File: config.mk
export PLATFORM = sky130hd
export DESIGN_NAME = aosr_regs
export DESIGN_NICKNAME = d
export VERILOG_FILES = /design/src/rtl/aosr_pkg.sv /design/src/rtl/aosr_scale_if.sv /design/src/rtl/aosr_offset_scale.sv /design/src/rtl/aosr_regs.sv
export SDC_FILE = /design/constraint.sdc
export NUM_CORES = 1
export LEC_CHECK = 0
export BUFFER_PORTS_ARGS = -buffer_cell sky130_fd_sc_hd__buf_2
export CORE_MARGIN = 2
export CORE_UTILIZATION = 45
export DETAILED_ROUTE_END_ITERATION = 10
export GPL_ROUTABILITY_DRIVEN = 0
export GPL_TIMING_DRIVEN = 0
export PLACE_DENSITY = 0.63
export SLEW_MARGIN = 20
export SYNTH_ARGS = -nofsm -noshare
export SYNTH_HDL_FRONTEND = slang
export SYNTH_SLANG_ARGS = --single-unit
File: constraint.sdc
create_clock -name clk_i -period 3.2 [get_ports clk_i]
set_input_delay 0.48 -clock clk_i [delete_from_list [all_inputs] [get_ports clk_i]]
set_output_delay 0.48 -clock clk_i [all_outputs]
set_load 0.05 [all_outputs]
File: src/rtl/aosr_pkg.sv
package aosr_pkg;

  // ----------------------------------------
  // Register offsets
  // ----------------------------------------
  localparam logic [8:0] ADDR_CH4_OFFSET    = 9'h0_A2;
  localparam logic [8:0] ADDR_CH5_OFFSET    = 9'h0_A3;
  localparam logic [8:0] ADDR_CH6_OFFSET    = 9'h0_A4;
  localparam logic [8:0] ADDR_CH7_OFFSET    = 9'h0_A5;
  localparam logic [8:0] ADDR_STEP_CTRL     = 9'h0_A7;
  localparam logic [8:0] ADDR_CAL_STATUS    = 9'h0_C0;
  localparam logic [8:0] ADDR_PLL_STATUS    = 9'h0_D1;
  localparam logic [8:0] ADDR_IRQ_STATUS    = 9'h0_E0;
  localparam logic [8:0] ADDR_IRQ_MASK      = 9'h0_E1;
  localparam logic [8:0] ADDR_IDENT_LOW     = 9'h1_5C;
  localparam logic [8:0] ADDR_IDENT_HIGH    = 9'h1_5D;

  // ----------------------------------------
  // Field positions and reset values
  // ----------------------------------------
  localparam int         STEP_SEL_LSB       = 3;
  localparam int         STEP_SEL_MSB       = 4;
  localparam logic [7:0] STEP_CTRL_RESET    = 8'h47;
  localparam logic [7:0] OFFSET_RESET       = 8'h00;
  localparam int         CAL_DONE_BIT       = 7;
  localparam int         PLL_CAL_DONE_BIT   = 5;
  localparam int         PLL_DRIFT_LOW_BIT  = 2;
  localparam int         PLL_DRIFT_HIGH_BIT = 1;
  localparam logic [6:0] CAL_RSVD_VALUE     = 7'h00;
  localparam logic [7:0] PLL_RSVD_VALUE     = 8'h00;
  // Arbitrary neutral identification value
  localparam logic [15:0] DEVICE_IDENT      = 16'h1234;

  // ----------------------------------------
  // Interrupt status layout
  // ----------------------------------------
  localparam int IRQ_CAL_DONE    = 0;
  localparam int IRQ_PLL_DONE    = 1;
  localparam int IRQ_DRIFT_LOW   = 2;
  localparam int IRQ_DRIFT_HIGH  = 3;
  localparam int IRQ_W           = 4;

  // Step selection codes, quarter LSb units
  typedef enum logic [1:0] {
    STEP_QUARTER = 2'h0,
    STEP_HALF    = 2'h1,
    STEP_ONE     = 2'h2,
    STEP_TWO     = 2'h3
  } aosr_step_t;

endpackage : aosr_pkg

File: src/rtl/aosr_scale_if.sv
`timescale 1ns/100ps
`default_nettype none
interface aosr_scale_if;
  logic [7:0]  code;
  logic [1:0]  step;
  logic [10:0] scaled;
  modport src (output code, output step, input scaled);
  modport dst (input code, input step, output scaled);
endinterface : aosr_scale_if
`default_nettype wire
File: src/rtl/aosr_offset_scale.sv
`timescale 1ns/100ps
`default_nettype none
module aosr_offset_scale
  import aosr_pkg::*;
(
  aosr_scale_if.dst sc
);
  // ----------------------------------------
  // Signed code times step, quarter LSb units
  // ----------------------------------------
  wire logic signed [10:0] code_ext;
  assign code_ext = 11'(signed'(sc.code));
  assign sc.scaled = (sc.step == STEP_TWO)  ? 11'(code_ext <<< 3) :
                     (sc.step == STEP_ONE)  ? 11'(code_ext <<< 2) :
                     (sc.step == STEP_HALF) ? 11'(code_ext <<< 1) : code_ext;
endmodule : aosr_offset_scale
`default_nettype wire

File: src/rtl/aosr_regs.sv
`timescale 1ns/100ps
`default_nettype none
// Contract
// - Four 8-bit channel offsets, reset zero
// - Offset equals code times step size
// - Step field bits 4:3 selects step
// - One step setting for all offsets
// - Calibration done flag in bit 7
// - Factory status bits are read-only
// - PLL calibration done in bit 5
// - Bit 2 flags low drift
// - Bit 1 flags high drift
// - 16-bit ident, low byte first
// - Offset code is two's complement
module aosr_regs
  import aosr_pkg::*;
(
  input  wire logic        clk_i,
  input  wire logic        rst_i,
  input  wire logic [8:0]  addr_i,
  input  wire logic [7:0]  wdata_i,
  input  wire logic        wr_i,
  input  wire logic        rd_i,
  output logic      [7:0]  rdata_o,
  input  wire logic        cal_done_i,
  input  wire logic        pll_cal_done_i,
  input  wire logic        pll_drift_low_i,
  input  wire logic        pll_drift_high_i,
  input  wire logic [1:0]  chan_sel_i,
  output logic      [10:0] chan_offset_o,
  output logic      [1:0]  step_sel_o,
  output logic             irq_o
);

  // ----------------------------------------
  // Storage
  // ----------------------------------------
  logic [7:0]        offset_ff [4];
  logic [7:0]        step_ctrl_ff;
  logic              cal_done_ff;
  logic              pll_done_ff;
  logic              drift_low_ff;
  logic              drift_high_ff;
  logic [IRQ_W-1:0]  irq_stat_ff;
  logic [IRQ_W-1:0]  irq_mask_ff;
  logic [IRQ_W-1:0]  prev_ev_ff;
  logic [7:0]        rdata_ff;
  logic [10:0]       chan_offset_ff;
  logic              irq_ff;

  // ----------------------------------------
  // Decode
  // ----------------------------------------
  wire logic             hit_ch4;
  wire logic             hit_ch5;
  wire logic             hit_ch6;
  wire logic             hit_ch7;
  wire logic             wr_step;
  wire logic             wr_istat;
  wire logic             wr_imask;
  wire logic [3:0]       wr_chan;
  wire logic [IRQ_W-1:0] ev_now;
  wire logic [IRQ_W-1:0] ev_rise;
  wire logic [IRQ_W-1:0] nxt_irq_stat;
  wire logic [7:0]       nxt_rdata;
  wire logic [7:0]       cal_reg;
  logic      [7:0]       pll_reg;

  assign hit_ch4  = (addr_i == ADDR_CH4_OFFSET);
  assign hit_ch5  = (addr_i == ADDR_CH5_OFFSET);
  assign hit_ch6  = (addr_i == ADDR_CH6_OFFSET);
  assign hit_ch7  = (addr_i == ADDR_CH7_OFFSET);
  assign wr_chan  = {hit_ch7, hit_ch6, hit_ch5, hit_ch4} & {4{wr_i}};
  assign wr_step  = wr_i && (addr_i == ADDR_STEP_CTRL);
  assign wr_istat = wr_i && (addr_i == ADDR_IRQ_STATUS);
  assign wr_imask = wr_i && (addr_i == ADDR_IRQ_MASK);

  assign cal_reg = {cal_done_ff, CAL_RSVD_VALUE};

  always_comb begin
    pll_reg                     = PLL_RSVD_VALUE;
    pll_reg[PLL_CAL_DONE_BIT]   = pll_done_ff;
    pll_reg[PLL_DRIFT_LOW_BIT]  = drift_low_ff;
    pll_reg[PLL_DRIFT_HIGH_BIT] = drift_high_ff;
  end

  // ----------------------------------------
  // Read mux
  // ----------------------------------------
  // ident byte order
  assign nxt_rdata = !rd_i                        ? 8'h00 :
                     hit_ch4                      ? offset_ff[0] :
                     hit_ch5                      ? offset_ff[1] :
                     hit_ch6                      ? offset_ff[2] :
                     hit_ch7                      ? offset_ff[3] :
                     (addr_i == ADDR_STEP_CTRL)   ? step_ctrl_ff :
                     (addr_i == ADDR_CAL_STATUS)  ? cal_reg :
                     (addr_i == ADDR_PLL_STATUS)  ? pll_reg :
                     (addr_i == ADDR_IRQ_STATUS)  ? 8'(irq_stat_ff) :
                     (addr_i == ADDR_IRQ_MASK)    ? 8'(irq_mask_ff) :
                     (addr_i == ADDR_IDENT_LOW)   ? DEVICE_IDENT[7:0] :
                     (addr_i == ADDR_IDENT_HIGH)  ? DEVICE_IDENT[15:8] : 8'h00;

  // ----------------------------------------
  // Events and interrupt
  // ----------------------------------------
  assign ev_now = {drift_high_ff, drift_low_ff, pll_done_ff, cal_done_ff};
  assign ev_rise = ev_now & ~prev_ev_ff;
  // Set wins over a write-one clear
  assign nxt_irq_stat = (irq_stat_ff & ~(wr_istat ? wdata_i[IRQ_W-1:0] : '0)) | ev_rise;

  // ----------------------------------------
  // Offset scaling, shared step field
  // ----------------------------------------
  aosr_scale_if sc ();
  assign sc.code = offset_ff[chan_sel_i];
  assign sc.step = step_ctrl_ff[STEP_SEL_MSB:STEP_SEL_LSB];

  aosr_offset_scale u_scale (
    .sc (sc)
  );

  // ----------------------------------------
  // Registers
  // ----------------------------------------
  // offset registers
  always_ff @(posedge clk_i or posedge rst_i) begin
    if (rst_i) begin
      for (int i = 0; i < 4; i++) begin
        offset_ff[i] <= OFFSET_RESET;
      end
    end else begin
      for (int i = 0; i < 4; i++) begin
        if (wr_chan[i]) begin
          offset_ff[i] <= wdata_i;
        end
      end
    end
  end

  always_ff @(posedge clk_i or posedge rst_i) begin
    if (rst_i) begin
      step_ctrl_ff <= STEP_CTRL_RESET;
    end else if (wr_step) begin
      step_ctrl_ff <= wdata_i;
    end
  end

  always_ff @(posedge clk_i or posedge rst_i) begin
    if (rst_i) begin
      cal_done_ff   <= 1'b0;
      pll_done_ff   <= 1'b0;
      drift_low_ff  <= 1'b0;
      drift_high_ff <= 1'b0;
    end else begin
      cal_done_ff   <= cal_done_i;
      pll_done_ff   <= pll_cal_done_i;
      drift_low_ff  <= pll_drift_low_i;
      drift_high_ff <= pll_drift_high_i;
    end
  end

  always_ff @(posedge clk_i or posedge rst_i) begin
    if (rst_i) begin
      irq_stat_ff    <= '0;
      irq_mask_ff    <= '0;
      prev_ev_ff     <= '0;
      irq_ff         <= 1'b0;
      rdata_ff       <= 8'h00;
      chan_offset_ff <= 11'h000;
    end else begin
      irq_stat_ff    <= nxt_irq_stat;
      prev_ev_ff     <= ev_now;
      irq_ff         <= |(nxt_irq_stat & irq_mask_ff);
      rdata_ff       <= nxt_rdata;
      chan_offset_ff <= sc.scaled;
      if (wr_imask) begin
        irq_mask_ff <= wdata_i[IRQ_W-1:0];
      end
    end
  end

  assign rdata_o       = rdata_ff;
  assign chan_offset_o = chan_offset_ff;
  assign step_sel_o    = step_ctrl_ff[STEP_SEL_MSB:STEP_SEL_LSB];
  assign irq_o         = irq_ff;

endmodule : aosr_regs
`default_nettype wire

==> flow_summary_export.csv <==
group,metric,value,unit
hold_path,hp-class,"in -> async",
critical_path,crit_family,"simple AND/OR/NAND/NOR gates",
critical_path,endpoint_kind,"flip-flop",
yosys,synth-adder-area-share,0,%
yosys,synth_top_family_by_area,"multiplexers",
yosys,synth_area,0.003810,mm^2
clocking,cts_sinks,76,
clocking,cts_buffers,9,
power_and_ir_drop,power_density,426.8,mW/mm^2
final_layout,nFillCells,724,
die,start_util,46.37,%
yosys,yosysUniqueCellTypes,58,
clocking,cts_buffer_depth,2,
clocking,clk_latency,350,ps
yosys,synth_ff_type,"dfrtp_1",
critical_path,arrival,2650,ps
critical_path,path_cells,"buf_2, or3b_1, buf_6, nor3_2, nand2_2, nor3b_4, mux2_2",
routing,wl_per_cell,19.11,um
clocking,cts-hold-fix-buffers,0,
yosys,yosys_warnings,0,
clocking,root_buffer,"clkbuf_8",
critical_path,cp_slowest_stage_delay,600,ps
placed_design,port_buffers,45,
yosys,synthXorXnorAreaFrac,0,%
die,die_h,96.02,um
yosys,async_reset_ff_share,100.0,%
critical_path,worstSetupStartpoint,"addr_i[3]",
sta,hold_viol,0,
sta,tightest_slew,698.1,ps
yosys,synth_edf_count,0,
routing,ant_nets,0,
sta,fmax,0.4136,GHz
critical_path,regToRegSetupSlack,1640,ps
power_and_ir_drop,vdd_drop_max,0.0002179,V
global_route,grt_usage,20.85,%
yosys,synth.area.top_cells,"dfrtp_1 47%, mux2_2 14%, mux4_2 4.7%, mux2i_1 4.5%, dfstp_2 2.8%",
yosys,synth_nets,331,
final_layout,fin_nets,388,
sta,rsz0062_at_grt,"no",
sta,setup_violations,0,
global_route,grt_overflow_total,0,
job,cap_violations,0,
yosys,synth_top_cell_area_share,47.29,%
global_route,grt_pass1_vias,2617,
yosys,synth_cells,304,
critical_path,critPathKind,"in -> reg",
outcome,outcome,"complete, no violations",
die,dieArea,0.009219,mm^2
clocking,postCtsSetupRepairBufs,0,
critical_path,r2r-start,"step_ctrl_ff[4]",
yosys,yosys-top-cells-count,"72 x dfrtp_1, 47 x mux2_2, 23 x nand2_1",
yosys,synth_top_area_cell,"dfrtp_1",
yosys,seq_area_frac_synth,50.05,%
routing,drt_iter0_markers,193,
final_layout,area_delta_synth_final,14.42,%
yosys,yosysMostFrequentCell,"dfrtp_1",
yosys,synthMuxAreaShare,24.27,%
placed_design,dp_hpwl,6.525,mm
critical_path,worst_ep_required_time,3430,ps
critical_path,cp_max_fo,9,
sta,slew_viol_final,0,
die,die_width,96.02,um
sta,fin_crit,2418,ps
routing,drc_errors,0,
placed_design,pre_cts_ws,424.5,ps
yosys,syn_area_per_cell,12.53,um^2
sta,maxSlewHeadroom,53.03,%
sta,worst_hold_slack,137.3,ps
yosys,synth_seq_cells,76,
yosys,synth-simple-area-share,13.69,%
final_layout,drive_gt1_share,38.25,%
die,rows,33,
sta,clock-skew-final,11.15,ps
routing,vias,2702,
routing,dr.pass1.iters,5,
routing,via_per_inst,5.737,
global_route,grt_max_degree,43,
clocking,ctsHtreeMaxLevel,3,
power_and_ir_drop,p_leak,2.063,nW
routing,totalWireLength,9.003,mm
die,ios,49,
global_route,grt_antenna_before_repair,0,
critical_path,slowest_stage,"nor3b_4",
critical_path,worstSetupStartpointType,"input pin",
final_layout,antennaDiodeCount,0,
die,coreArea,0.008217,mm^2
yosys,synth_compound_area_share,9.130,%
sta,finalCritPeriodShare,75.55,%
clocking,cts.clk_slew.worst_paths,80,ps
sta,final.setup.worst_slack,782.5,ps
clocking,cts_resized,0,
critical_path,path_buf_inv,2,
clocking,cts_tree,"done",
global_route,grt_pass1_wl,13.99,mm
==> area by class of cell <==
class | count | area (um^2) | share of cell area, %
Sequential cell | 76 | 1907 | 43.74
Multi-Input combinational cell | 208 | 1794 | 41.16
Timing Repair Buffer | 46 | 245.2 | 5.626
Clock buffer | 12 | 145.1 | 3.330
Tap cell | 105 | 131.4 | 3.014
Buffer | 17 | 97.59 | 2.239
Clock inverter | 4 | 25.02 | 0.5741
Inverter | 3 | 13.76 | 0.3157
==> path summary, 6_finish.rpt <==
check / to / cells past startpoint
max: offset_ff[27] / 7
min: irq_stat_ff[3] / 2
max reg2reg: chan_offset_o[5] / 4
min reg2reg: prev_ev_ff[3] / 0
max in group asynchronous: step_ctrl_ff[6] / 3
min in group clk_i: cal_done_ff / 1
==> per-stage QoR <==
stage               setup TNS, ps  utilization (%)  cells  area [um^2]  power (mW)
detailed placement              0            50.98    455         4189       1.226
finish                          0            53.05    471         4359       1.860
floorplan                       0                -    304         3810       1.154
global placement            -4261            50.71    454         4167       1.219
global route                    0            53.05    471         4359       1.936
CTS                             0            53.05    471         4359       1.871
==> per-layer routing <==
metal | routed length (um) | GRT usage, % | vias to the layer above
met1 | 4068 | 28.63 | 1339
met3 | 478 | 4.855 | 14
met5 | 0 | 0 | -
li1 | - | - | 1244
met2 | 4298 | 33.28 | 105
met4 | 158 | 5.595 | 0
==> cell usage in the layout, fill, tap and decap left out, drive strengths merged, types with 4 or more instances in the layout <==
master and n:
a21oi 8, and2 4, buf 55, clkbuf 20, dfrtp 72, dfstp 4, mux2 50, mux2i 17
mux4 8, nand2 25, nand2b 6, nand3 4, nor2 10, nor2b 7, nor3 4, o21ai 13
==> power by group <==
| group | leakage, nW | internal, mW | switching (mW) |
|---|---|---|---|
| registers | 1.00 | 0.988 | 0.0165 |
| logic | 0.978 | 0.0732 | 0.128 |
| clock network | 0.0824 | 0.301 | 0.353 |
==> state kept, by name, summed over array words and instances (netlist names) <==
signal,count
offset_ff,32
rdata_o,8
step_ctrl_ff,8
cal_done_ff,1
prev_ev_ff,4
irq_stat_ff,4
chan_offset_o,11
drift_low_ff,1
irq_mask_ff,4
irq_o,1
drift_high_ff,1
pll_done_ff,1
==> cell families after synthesis <==
logic type,Yosys count
AO/OA/AOI/OAI,51
buffers and inverters,20
flip-flops,76
multiplexers,75
AND/OR/NAND/NOR,82
No activity file was read; power rests on OpenSTA's default activity.
